--- config.mk ---
export PLATFORM = sky130hd
export DESIGN_NAME = dwd_top
export DESIGN_NICKNAME = d
export VERILOG_FILES = /design/src/core/dwd_pkg.sv /design/src/core/dwd_prescale.sv /design/src/core/dwd_top.sv
export SDC_FILE = /design/constraint.sdc
export NUM_CORES = 1
export LEC_CHECK = 0
export BUFFER_PORTS_ARGS = -buffer_cell sky130_fd_sc_hd__buf_2
export CAP_MARGIN = 20
export CORE_MARGIN = 3
export CORE_UTILIZATION = 45
export DETAILED_ROUTE_END_ITERATION = 12
export PLACE_DENSITY = 0.69
export SKIP_CTS_REPAIR_TIMING = 1
export SYNTH_ARGS = -nofsm -noshare
export SYNTH_HDL_FRONTEND = slang
export SYNTH_SLANG_ARGS = --single-unit
export TNS_END_PERCENT = 5
--- constraint.sdc ---
create_clock -name i_clk -period 5.6 [get_ports i_clk]
set_clock_uncertainty 0.15 [all_clocks]
set_input_delay 0 -clock i_clk [delete_from_list [all_inputs] [get_ports i_clk]]
set_output_delay 0 -clock i_clk [all_outputs]
set_load 0.02 [all_outputs]
--- src/core/dwd_pkg.sv ---
/*
 * Package for the digital watchdog downcounter: register offset, field
 * positions, reset value and timing counts.
 * Assumes an 8-bit data-space register port and a 125 MHz core clock.
 */
package dwd_pkg;

  // ---------------------------------------------------------------
  // Register map
  // ---------------------------------------------------------------
  localparam logic [7:0] DWD_ADDR_CTRL  = 8'hD8;
  localparam logic [7:0] DWD_CTRL_RESET = 8'hFE;
  localparam int         DWD_BIT_ACT    = 0;
  localparam int         DWD_BIT_SWRST  = 1;
  localparam int         DWD_BIT_CNTMSB = 2;
  localparam int         DWD_BIT_CNTLSB = 7;

  // ---------------------------------------------------------------
  // Timing
  // ---------------------------------------------------------------
  localparam int         DWD_STEP_CLKS  = 3072;
  localparam int         DWD_CNT_W      = 7;
  localparam int         DWD_PRE_W      = 12;
  localparam int         DWD_MIN_CLKS   = 3072;
  localparam int         DWD_MAX_CLKS   = 196608;

  typedef struct packed {
    logic                 write;
    logic [7:0]           addr;
    logic [7:0]           data;
  } dwd_req_t;

  typedef struct packed {
    logic [DWD_CNT_W-1:0] cnt;
    logic                 act;
    logic                 rst_req;
  } dwd_core_t;

endpackage

--- src/core/dwd_prescale.sv ---
/*
 * Step prescaler: one pulse every STEP_CLKS clocks while running.
 * Assumes the freeze input comes from logic on the same clock.
 */
`timescale 1ns/1ns
module dwd_prescale
  import dwd_pkg::*;
#(
  parameter int STEP_CLKS = DWD_STEP_CLKS
) (
  input  wire logic i_clk,
  input  wire logic i_rst,
  input  wire logic i_restart,
  input  wire logic i_freeze,
  output logic      o_step
);

  typedef struct packed {
    logic [DWD_PRE_W-1:0] pre;
    logic                 step;
  } dwd_pre_state_t;

  localparam logic [DWD_PRE_W-1:0] PRE_TOP = DWD_PRE_W'(STEP_CLKS - 1);

  dwd_pre_state_t st_r;
  dwd_pre_state_t st_nxt;

  always_comb begin
    st_nxt      = st_r;
    st_nxt.step = 1'b0;
    if (i_restart) begin
      st_nxt.pre = '0;
    end else if (!i_freeze) begin
      if (st_r.pre == PRE_TOP) begin
        st_nxt.pre  = '0;
        st_nxt.step = 1'b1;
      end else begin
        st_nxt.pre = st_r.pre + 1'b1;
      end
    end
  end

  always_ff @(posedge i_clk or posedge i_rst) begin
    if (i_rst) begin
      st_r <= '0;
    end else begin
      st_r <= st_nxt;
    end
  end

  assign o_step = st_r.step;
endmodule

--- src/core/dwd_top.sv ---
/*
 * Digital watchdog downcounter with its control register.
 * Assumes a synchronous data-space write/read port on i_clk, that
 * o_sys_rst drives the chip reset back into i_rst, and that the core
 * reports stop/wait and the interrupt wake-up as same-clock levels.
 */
`timescale 1ns/1ns
// Notes on behaviour
// - Reset loads register FEh: activate 0, reset bit and counts all 1.
// - Reset bit reaching 0 by write, or by countdown while activated, raises system reset.
// - Register bit 7 is counter LSB, bit 2 the top count bit.
// - Counter bit 6 is the reset bit; six bits below set timeout.
// - Sixty-four periods, 3072 to 196608 clocks, by six count bits.
// - Hardware option holds activate bit at 1, writes ignored.
// - Software option: writing 1 activates; cleared only by reset.
// - While inactive the counter is a plain 7-bit timer.
// - At least 28 instructions run after activation before reset.
// - Hardware without external stop: stop acts as wait, keep counting.
// - External stop, pin high: freeze counter until interrupt wake.
module dwd_top
  import dwd_pkg::*;
#(
  parameter int STEP_CLKS = DWD_STEP_CLKS
) (
  input  wire logic       i_clk,
  input  wire logic       i_rst,
  input  wire logic       i_hw_activate,
  input  wire logic       i_ext_stop_ctrl,
  input  wire logic       i_nmi_pin,
  input  wire logic       i_stop_exec,
  input  wire logic       i_wake_irq,
  input  wire logic       i_wr_en,
  input  wire logic [7:0] i_addr,
  input  wire logic [7:0] i_wdata,
  output logic      [7:0] o_rdata,
  output logic            o_cpu_halt,
  output logic            o_sys_rst
);

  // ---------------------------------------------------------------
  // State
  // ---------------------------------------------------------------
  typedef struct packed {
    dwd_core_t  core;
    logic [2:0] nmi_sync;
    logic       nmi_lvl;
    logic       frozen;
    logic       hw_seen;
  } dwd_state_t;

  dwd_state_t st_r;
  dwd_state_t st_nxt;
  dwd_req_t   req;
  logic       step;
  logic       wr_hit;
  logic       nmi_high;
  logic [7:0] reg_view;

  assign req.write = i_wr_en;
  assign req.addr  = i_addr;
  assign req.data  = i_wdata;
  assign wr_hit    = req.write && (req.addr == DWD_ADDR_CTRL);
  assign nmi_high  = st_r.nmi_lvl;

  // ---------------------------------------------------------------
  // Bit reversal between counter and register
  // ---------------------------------------------------------------
  genvar g;
  generate
    for (g = 0; g < DWD_CNT_W; g++) begin : g_map
      assign reg_view[DWD_BIT_CNTLSB - g] = st_r.core.cnt[g];
    end
  endgenerate
  assign reg_view[DWD_BIT_ACT] = st_r.core.act;

  // ---------------------------------------------------------------
  // Step timebase
  // ---------------------------------------------------------------
  dwd_prescale #(
    .STEP_CLKS (STEP_CLKS)
  ) u_pre (
    .i_clk     (i_clk),
    .i_rst     (i_rst),
    .i_restart (wr_hit),
    .i_freeze  (st_r.frozen),
    .o_step    (step)
  );

  // ---------------------------------------------------------------
  // Next state
  // ---------------------------------------------------------------
  always_comb begin
    st_nxt              = st_r;
    st_nxt.nmi_sync     = {st_r.nmi_sync[1:0], i_nmi_pin};
    // Pin level moves only once the last two stages agree
    if (st_r.nmi_sync[1] == st_r.nmi_sync[2]) begin
      st_nxt.nmi_lvl = st_r.nmi_sync[2];
    end
    st_nxt.core.rst_req = 1'b0;
    if (!st_r.hw_seen) begin
      st_nxt.hw_seen = 1'b1;
      if (i_hw_activate) begin
        st_nxt.core.act = 1'b1;
      end
    end
    if (st_r.frozen) begin
      if (i_wake_irq) begin
        st_nxt.frozen = 1'b0;
      end
    end else if (i_stop_exec && st_r.core.act && i_hw_activate
                 && i_ext_stop_ctrl && nmi_high) begin
      st_nxt.frozen = 1'b1;
    end
    if (wr_hit) begin
      for (int i = 0; i < DWD_CNT_W; i++) begin
        st_nxt.core.cnt[i] = req.data[DWD_BIT_CNTLSB - i];
      end
      if (req.data[DWD_BIT_ACT] || i_hw_activate) begin
        st_nxt.core.act = 1'b1;
      end
    end else if (step && !st_r.frozen) begin
      st_nxt.core.cnt = st_r.core.cnt - 1'b1;
    end
    if (!st_nxt.core.cnt[DWD_CNT_W-1] && st_r.core.cnt[DWD_CNT_W-1]
        && (st_nxt.core.act || wr_hit)) begin
      st_nxt.core.rst_req = 1'b1;
    end
    if (wr_hit && !req.data[DWD_BIT_SWRST]) begin
      st_nxt.core.rst_req = 1'b1;
    end
  end

  // ---------------------------------------------------------------
  // Registers
  // ---------------------------------------------------------------
  always_ff @(posedge i_clk or posedge i_rst) begin
    if (i_rst) begin
      st_r.core.cnt     <= DWD_CTRL_RESET[DWD_BIT_CNTLSB:1];
      st_r.core.act     <= DWD_CTRL_RESET[DWD_BIT_ACT];
      st_r.core.rst_req <= 1'b0;
      st_r.nmi_sync     <= '0;
      st_r.nmi_lvl      <= 1'b0;
      st_r.frozen       <= 1'b0;
      st_r.hw_seen      <= 1'b0;
    end else begin
      st_r <= st_nxt;
    end
  end

  assign o_rdata    = (req.addr == DWD_ADDR_CTRL) ? reg_view : 8'h00;
  assign o_cpu_halt = st_r.frozen;
  assign o_sys_rst  = st_r.core.rst_req;
endmodule

==> results of run 1 <==
## flip-flops by register name (all words and copies together) (netlist names)
signal,cells
nmi_high,1
st_nxt,2
o_cpu_halt,1
reg_view,8
u_pre.o_step,1
o_sys_rst,1
u_pre.st_r,12
st_r,2
## Yosys cell counts, drive strengths merged (2+ instances only)
library cell	count	area, µm²
a21oi	8	40.04
a31oi	4	25.02
and3	12	75.07
buf	4	26.27
clkbuf	3	11.26
dfrtp	21	525.5
dfstp	7	183.9
ha	2	25.02
inv	4	15.01
nand2	15	56.30
nand3	11	55.05
nand3b	3	22.52
nand4	5	52.55
nor2	7	26.28
nor3	5	25.02
nor4	2	12.51
o21ai	6	30.03
or3	3	18.77
xnor2	6	52.55
xor2	4	35.03
## layout make-up
type,count,area (µm²)
clock buffers,4,36.28
fillers,253,1039
well taps,42,52.55
inverters,4,15.01
flip-flops and latches,28,709.4
multi-input cells,108,685.7
repair buffers,51,362.8
## through the flow
stage	power [mW]	worst slack [ns]	util	std cells	hold slack, ns
final	0.5295	3.574	0.6419	237	-0.006364
after global routing	0.5722	3.529	0.6419	237	0.006038
after CTS	0.5189	3.679	0.5738	219	-0.3975
after detailed placement	0.4193	3.696	0.5613	215	-0.03705
after global placement	0.4113	3.761	0.5613	215	-0.03764
after floorplan	0.3868	3.822	-	147	-0.1186
## where the power goes
part           internal, mW  total, mW  switching [mW]
logic                0.0669      0.130          0.0633
clock network        0.0398     0.0972          0.0574
registers             0.247      0.302          0.0550
## metal layers
layer / wire (µm) / part of all wire
met5: 0 / 0
met4: 32 / 0.010
met3: 132 / 0.042
met2: 1657 / 0.52
met1: 1337 / 0.42
## worst register-to-register path, stage by stage, from the launching register on
cell and delay (ns):
dfrtp_1 0.43, nor3_1 0.17, dlygate4sd3_1 0.57, a21oi_1 0.05
dlygate4sd3_1 0.57
## logic make-up after synthesis
logic type | after synthesis | synth area share
simple gates | 72 | 0.2982
flops | 28 | 0.4901
compound gates | 21 | 0.08125
buf+inv | 11 | 0.03629
xor+xnor | 10 | 0.06050
fa+ha+maj | 3 | 0.02420
other cells | 1 | 0.002590
mux | 1 | 0.006915
## placed cells by master (no fill, tap or decap), types with 2 or more instances in the layout
cell,n
nor2_1,7
nand3_1,11
a21oi_1,8
nor3_1,5
xnor2_1,6
or3_1,3
nand3b_1,3
inv_1,4
nand2_1,15
ha_1,2
nand4_1,3
a31oi_1,4
clkbuf_4,3
and3_1,12
o21ai_0,6
dfrtp_1,21
dlygate4sd3_1,17
buf_2,33
nor4_1,2
xor2_1,4
dfstp_2,7
## how the worst max path moves through the flow
| stage | cells after the start | slack [ns] | endpoint | startpoint |
|---|---|---|---|---|
| 6_report | 4 | 3.57 | reg_view[0] | reg_view[0] |
| 5_1_grt | 4 | 3.53 | reg_view[0] | reg_view[0] |
| 4_1_cts | 5 | 3.68 | u_pre.st_r[8] | u_pre.st_r[1] |
| 3_5_place_dp | 5 | 3.70 | u_pre.st_r[8] | u_pre.st_r[1] |
| 3_3_place_gp | 5 | 3.76 | u_pre.st_r[8] | u_pre.st_r[1] |
| 2_1_floorplan | 5 | 3.82 | u_pre.st_r[8] | u_pre.st_r[1] |
==> reports/qor.txt, run 1 <==
status - finished, violations left
failing checks - negative hold slack
HPWL after DPL - 2.125 mm
sequence of cells on the critical path - nor3_1 > dlygate4sd3_1 > a21oi_1 > dlygate4sd3_1
unrepaired setup endpoints after global routing - no
port buffer count - 33
Global Route met2 Usage - 0.2623
CTS tree - built
nets - 222
Fin Setup TNS - 0 ns
reg2reg end - reg_view[0]
Netlist cell types - 38
clk_lat worst skew - 0.32 ns
row count - 19
CTS root buf - clkbuf_4
GRT overflow - 0
max cap viols - 0
Core ar. - 0.002900 mm²
FMAX - 493.5 MHz
die area - 0.003934 mm²
Seq/Total Area, Yosys - 0.4901
H-tree Lvls - 1
most crowded layer after global routing - met2
GRT Util Overall - 0.1565
dpl cell area - 0.001628 mm²
critical path class - reg -> reg
Hold Path Sink - o_sys_rst
cell family with most CP delay - buffers and inverters
CP max stage cell - dlygate4sd3_1
Worst-path clk slew - 0.14 ns
Final Max Slew Viols - 0
effective utilization at floorplan - 0.4991
CP Launch Type - register
Hold Crit Depth - 4
flops & latches, synth - 28
RePlAce Congestion - 0.7824
R2R Setup Slk - 3.57 ns
Antenna Cells - 0
Buf/Inv on CP - 2
Syn Inst Count - 147
Worst EP required - 5.68 ns
die boundary width - 62.72 µm
number of remaining DRC errors - 0
met3 GRT Util - 0.04317
first-pass iteration count of the detailed router - 4
CP endpoint kind - register
final setup violating endpoints - 0
total CTS buffers - 3
Pwr Density - 284.4 mW/mm²
Max clock buf depth - 2
routing usage on met1 - 0.1986
Finished Cell Area - 0.001862 mm²
chip height - 62.72 µm
drt wl/cell - 13.33 µm
HP Start - i_hw_activate
worst slew pin tran - 0.8158 ns
yosys warns - 0
initial DRC count - 60
initial antenna violation count - 0
maximum VDD drop - 0.0002036 V
reg2reg start - reg_view[0]
HP Class - in -> reg
IO Count - 34
worst r2r path cells - 4
final wirelength - 3.160 mm
Worst slew margin - 0.4561
Area Overhead vs Synth - 28.61%
vias in the first global route - 1122
ANT nets after route - 0
leakage - 0.8610 nW
Post-Syn Area - 0.001448 mm²
layout cells sized above 1 - 0.2462
number of flops mapped to enable cells by yosys - 0
Fin Hold WS - -0.006364 ns
Top cell by count, worst path - dlygate4sd3_1
vias - 1208
DR vias/cell - 5.097
slowest stage delay, CP - 0.57 ns
dominant register cell in the synthesized netlist - dfrtp_1
critical path fanouts, max - 4
largest net degree at the start of global routing - 29
Syn Area/Cell - 9.848 µm²
fin crit period - 2.026 ns
ys async rst share - 1.000
first-pass GRT wire length - 5.023 mm
clock sinks - 28
Syn Nets - 173
final period utilization - 0.3618
final hold violations - 1
CP arrival - 2.10 ns
(Power assumes the default switching activity.)
==> run 2, diff against run 1 <==
PLACE_DENSITY = 0.71   (was 0.69)
clock period = 1.8 ns   (was 5.6 ns; I/O delays follow)
==> run 2 against run 1 <==
Compared with the run above:
- the run now ends clean
- core utilization increased by 1.2 points
- clock-buffer cell count did not move
- hold slack gained 0.034 ns
- critical path type unchanged
- largest power group unchanged
- highest routed layer unchanged
==> reports/qor.txt, run 2 (synthesis results as in run 1) <==
Worst EP required - 1.91 ns (was 5.68 ns)
drt wl/cell - 13.33 µm (about the same)
Filler Cells Inserted - 260 (was 253)
vias - 1301 (was 1208)
critical path fanouts, max - 13 (was 4)
effective utilization at floorplan - 0.4991 (unchanged)
reg2reg start - o_cpu_halt (was reg_view[0])
Max clock buf depth - 2 (unchanged)
combinational power share - 0.297 (was 0.246)
port buffer count - 33 (unchanged)
Hold Crit Depth - 5 (was 4)
Fin Setup TNS - 0 ns (unchanged)
leakage - 0.8892 nW (was 0.8610 nW)
RePlAce Congestion - 0.7859 (was 0.7824)
clock sinks - 28 (unchanged)
sequential power share - 0.522 (was 0.570)
final setup violating endpoints - 0 (unchanged)
status - finished, final reports clean (was finished, violations left)
internal power - 1.144 mW (was 0.3538 mW)
commonest non-fill, non-tap cell in the layout - buf_2 (unchanged)
DR vias/cell - 5.332 (was 5.097)
GRT Util Overall - 0.1676 (was 0.1565)
Clk pwr share - 0.181 (was 0.184)
die area - 0.003934 mm² (unchanged)
Area Overhead vs Synth - 31.03% (was 28.61%)
Core ar. - 0.002900 mm² (unchanged)
Fin Hold WS - 0.02810 ns (was -0.006364 ns)
CP arrival - 1.80 ns (was 2.10 ns)
CTS tree - built (unchanged)
initial antenna violation count - 0 (unchanged)
FMAX - 591.2 MHz (was 493.5 MHz)
final hold violations - 0 (was 1)
Hold Path Sink - u_pre.st_r[11] (was o_sys_rst)
HP Class - in -> reg (unchanged)
Switching Share - 0.3254 (was 0.3319)
HP Start - i_addr[1] (was i_hw_activate)
row count - 19 (unchanged)
clk_lat worst skew - 0.32 ns (about the same)
Psw - 0.5518 mW (was 0.1757 mW)
number of remaining DRC errors - 0 (unchanged)
maximum VDD drop - 0.0006169 V (was 0.0002036 V)
Antenna Cells - 0 (unchanged)
Final Max Slew Viols - 0 (unchanged)
initial DRC count - 87 (was 60)
critical path class - reg -> reg (unchanged)
layout cells sized above 1 - 0.2822 (was 0.2462)
final period utilization - 0.9397 (was 0.3618)
Worst-path clk slew - 0.15 ns (was 0.14 ns)
IO Count - 34 (unchanged)
Power Total - 1.696 mW (was 0.5295 mW)
HPWL after DPL - 2.268 mm (was 2.125 mm)
worst r2r path cells - 4 (unchanged)
total CTS buffers - 3 (unchanged)
Reg area - 709.4 µm² (unchanged)
CP Launch Type - register (unchanged)
Pwr Density - 894.1 mW/mm² (was 284.4 mW/mm²)
nets - 229 (was 222)
max cap viols - 0 (unchanged)
die boundary width - 62.72 µm (unchanged)
fin crit period - 1.691 ns (was 2.026 ns)
H-tree Lvls - 1 (unchanged)
first-pass iteration count of the detailed router - 6 (was 4)
vias in the first global route - 1281 (was 1122)
worst slew pin tran - 0.4981 ns (was 0.8158 ns)
first-pass GRT wire length - 5.416 mm (was 5.023 mm)
CTS root buf - clkbuf_4 (unchanged)
GRT overflow - 0 (unchanged)
Worst slew margin - 0.6665 (was 0.4561)
most frequent cells in the layout - buf_2 (33), dfrtp_1 (21), dlygate4sd3_1 (16) (was buf_2 (33), dfrtp_1 (21), dlygate4sd3_1 (17))
CP endpoint kind - register (unchanged)
reg2reg end - o_sys_rst (was reg_view[0])
Largest Register - u_pre.st_r (unchanged)
chip height - 62.72 µm (unchanged)
R2R Setup Slk - 0.11 ns (was 3.57 ns)
final wirelength - 3.253 mm (was 3.160 mm)
ANT nets after route - 0 (unchanged)
multi-input logic area - 690.7 µm² (was 685.7 µm²)
largest net degree at the start of global routing - 29 (unchanged)
Largest register FFs - 12 (unchanged)
-- run 2: changes by cell type in the layout (fill, tap and decap cells not counted) --
| cell | previous run | this run |
|---|---|---|
| buf_4 | 0 | 9 |
| and3_1 | 12 | 11 |
| and3_4 | 0 | 1 |
| dlygate4sd3_1 | 17 | 16 |
| buf_16 | 1 | 0 |
-- run 2: worst max-delay path by stage --
| stage | start | endpoint | slack, ns | cells past startpoint |
|---|---|---|---|---|
| global placement | u_pre.st_r[4] | u_pre.st_r[8] | 0.13 | 4 |
| CTS | u_pre.st_r[4] | u_pre.st_r[8] | 0.03 | 4 |
| global route | o_cpu_halt | o_sys_rst | -0.06 | 4 |
| finish | o_cpu_halt | o_sys_rst | 0.11 | 4 |
| floorplan | u_pre.st_r[1] | u_pre.st_r[8] | 0.02 | 5 |
| detailed placement | u_pre.st_r[4] | u_pre.st_r[8] | 0.04 | 4 |
-- run 2: cell type report --
class / instances / area share
Tap cell: 42 / 0.02770
Sequential cell: 28 / 0.3740
Timing Repair Buffer: 58 / 0.2071
Inverter: 4 / 0.007916
Clock buffer: 4 / 0.01913
Multi-Input combinational cell: 108 / 0.3641
-- run 2: critical path: stages, from the launching register on --
cell	delay, ns
dfrtp_1	0.54
nand3b_1	0.28
nor3_1	0.37
nand3b_1	0.14
o21bai_1	0.15
-- run 2: per-layer routing --
layer	wire length [µm]	global-route usage	part of all wire
met5	0	0	0
met4	19	0.05785	0.0058
met3	131	0.02158	0.040
met2	1782	0.3129	0.55
met1	1320	0.1950	0.41
-- run 2: per-stage QoR --
step	setup slack [ns]	cell area [µm²]	utilization	instances
6_report	0.1086	1897	0.6540	244
5_1_grt	-0.06175	1897	0.6540	244
4_1_cts	0.03319	1732	0.5971	228
3_5_place_dp	0.03563	1695	0.5846	224
3_3_place_gp	0.1265	1695	0.5846	224
2_1_floorplan	0.02175	1448	-	147
-- run 2: power groups by stage --
| stage | Combinational [mW] | Sequential (mW) | Clock [mW] |
|---|---|---|---|
| finish | 0.504 | 0.885 | 0.308 |
| global placement | 0.448 | 0.888 | 0 |
| CTS | 0.477 | 0.883 | 0.322 |
| detailed placement | 0.474 | 0.892 | 0 |
| global route | 0.560 | 0.912 | 0.356 |
| floorplan | 0.305 | 0.898 | 0 |
==> run 3, diff against run 2 <==
PLACE_DENSITY = 0.79   (was 0.71)
==> run 3 against run 2 <==
Compared with the run above:
- total power up 6.0%
- sequential share of layout area down 0.56 points
- flip-flop and latch count unchanged
- non-clock buffer count down 1
- fmax up 0.30%
- sequential power up 1%
==> reports/qor.txt, run 3 (synthesis results as in run 1) <==
status - finished, final reports clean (unchanged)
internal power - 1.232 mW (was 1.144 mW)
Hold Crit Depth - 5 (unchanged)
final period utilization - 0.9368 (was 0.9397)
unrepaired setup endpoints after global routing - yes
Finished Layout Cells - 243 (was 244)
first-pass GRT wire length - 5.250 mm (was 5.416 mm)
Worst-path clk slew - 0.15 ns (about the same)
reg2reg start - u_pre.st_r[1] (was o_cpu_halt)
Psw - 0.5656 mW (was 0.5518 mW)
GRT overflow - 0 (unchanged)
nets - 228 (was 229)
total CTS buffers - 3 (unchanged)
drt wl/cell - 13.44 µm (was 13.33 µm)
critical path fanouts, max - 2 (was 13)
HPWL after DPL - 2.216 mm (was 2.268 mm)
clk_lat worst skew - 0.33 ns (was 0.32 ns)
Clk pwr share - 0.229 (was 0.181)
layout cells sized above 1 - 0.2886 (was 0.2822)
FMAX - 593.0 MHz (was 591.2 MHz)
die area - 0.003934 mm² (unchanged)
most crowded layer after global routing - met2 (unchanged)
Largest register FFs - 12 (unchanged)
max cap viols - 0 (unchanged)
CTS root buf - clkbuf_4 (unchanged)
Final Max Slew Viols - 0 (unchanged)
HP Class - in -> reg (unchanged)
clock sinks - 28 (unchanged)
commonest non-fill, non-tap cell in the layout - buf_2 (unchanged)
Largest Register - u_pre.st_r (unchanged)
final setup violating endpoints - 0 (unchanged)
port buffer count - 33 (unchanged)
critical path class - reg -> reg (unchanged)
first-pass iteration count of the detailed router - 5 (was 6)
CP endpoint kind - register (unchanged)
leakage - 0.8857 nW (was 0.8892 nW)
combinational power share - 0.271 (was 0.297)
met3 GRT Util - 0.04676 (was 0.02158)
initial antenna violation count - 0 (unchanged)
final worst setup slack - 0.1137 ns (was 0.1086 ns)
Area Overhead vs Synth - 33.02% (was 31.03%)
Antenna Cells - 0 (unchanged)
final wirelength - 3.267 mm (was 3.253 mm)
row count - 19 (unchanged)
DR vias/cell - 5.202 (was 5.332)
initial DRC count - 56 (was 87)
H-tree Lvls - 1 (unchanged)
Hold Path Sink - u_pre.st_r[11] (unchanged)
die boundary width - 62.72 µm (unchanged)
Switching Share - 0.3147 (was 0.3254)
fin crit period - 1.686 ns (was 1.691 ns)
sequential power share - 0.500 (was 0.522)
Global Route met2 Usage - 0.2996 (was 0.3129)
most frequent cells in the layout - buf_2 (33), dfrtp_1 (21), dlygate4sd3_1 (17) (was buf_2 (33), dfrtp_1 (21), dlygate4sd3_1 (16))
largest net degree at the start of global routing - 29 (unchanged)
reg2reg end - u_pre.st_r[8] (was o_sys_rst)
maximum VDD drop - 0.0007681 V (was 0.0006169 V)
CTS tree - built (unchanged)
routing usage on met1 - 0.1892 (was 0.1950)
Worst EP required - 1.92 ns (was 1.91 ns)
placed cells - 222 (was 224)
GRT Util Overall - 0.1645 (was 0.1676)
Power Total - 1.797 mW (was 1.696 mW)
worst r2r path cells - 5 (was 4)
number of remaining DRC errors - 0 (unchanged)
effective utilization at floorplan - 0.4991 (unchanged)
Fin Hold WS - 0.01063 ns (was 0.02810 ns)
CP Launch Type - register (unchanged)
IO Count - 34 (unchanged)
ANT nets after route - 0 (unchanged)
R2R Setup Slk - 0.11 ns (about the same)
RePlAce Congestion - 0.7811 (was 0.7859)
vias - 1264 (was 1301)
HP Start - i_addr[2] (was i_addr[1])
Max clock buf depth - 2 (unchanged)
Core ar. - 0.002900 mm² (unchanged)
Place WS - 0.03923 ns (was 0.03563 ns)
vias in the first global route - 1216 (was 1281)
Fin Setup TNS - 0 ns (unchanged)
chip height - 62.72 µm (unchanged)
Pwr Density - 933.3 mW/mm² (was 894.1 mW/mm²)
final hold violations - 0 (unchanged)
CP arrival - 1.81 ns (was 1.80 ns)
run 3: changes by cell type in the layout (fill, tap and decap cells not counted), sizes merged:
cell	before	now
dlygate4sd3	16	17
bufinv	0	1
buf	42	40
clkbuf	4	3
run 3: area by class of cell:
type | count | area [µm²]
clock buffer | 3 | 22.52
clock inverter | 1 | 30.03
fill | 241 | 974.7
inverter | 4 | 15.01
sequential | 28 | 709.4
multi-input combinational | 108 | 708.2
tap | 42 | 52.55
timing repair buffer | 57 | 387.9
run 3: power by group through the flow:
stage / Sequential, mW / Clock, mW / Combinational (mW)
after floorplan: 0.898 / 0 / 0.305
after global placement: 0.889 / 0 / 0.422
after detailed placement: 0.902 / 0 / 0.452
after CTS: 0.890 / 0.423 / 0.454
after global routing: 0.922 / 0.452 / 0.541
final: 0.898 / 0.411 / 0.488
run 3: worst max-delay path by stage:
stage                        from             to  slack, ns  cells past startpoint
finish              u_pre.st_r[1]  u_pre.st_r[8]       0.11                      5
global route        u_pre.st_r[1]  u_pre.st_r[8]     -0.008                      5
CTS                 u_pre.st_r[4]  u_pre.st_r[8]       0.02                      4
detailed placement  u_pre.st_r[4]  u_pre.st_r[8]       0.04                      4
global placement    u_pre.st_r[3]  u_pre.st_r[8]       0.13                      4
floorplan           u_pre.st_r[1]  u_pre.st_r[8]       0.02                      5
run 3: worst max-delay path: stages (launching register included):
cell     delay, ns
dfrtp_1       0.42
ha_1          0.21
and3b_1       0.19
nand4_2       0.09
or4b_1        0.44
a31oi_1       0.13
run 3: metal layers:
layer  vias up  share of wire
met1       600           0.41
li1        631              -
met4         0          0.016
met3         6          0.040
met5         -              0
met2        27           0.53
run 3: through the flow:
stage	util	cell area, µm²
after floorplan	-	1448
after global placement	0.5794	1680
after detailed placement	0.5794	1680
after CTS	0.5975	1733
after global routing	0.6639	1926
final	0.6639	1926
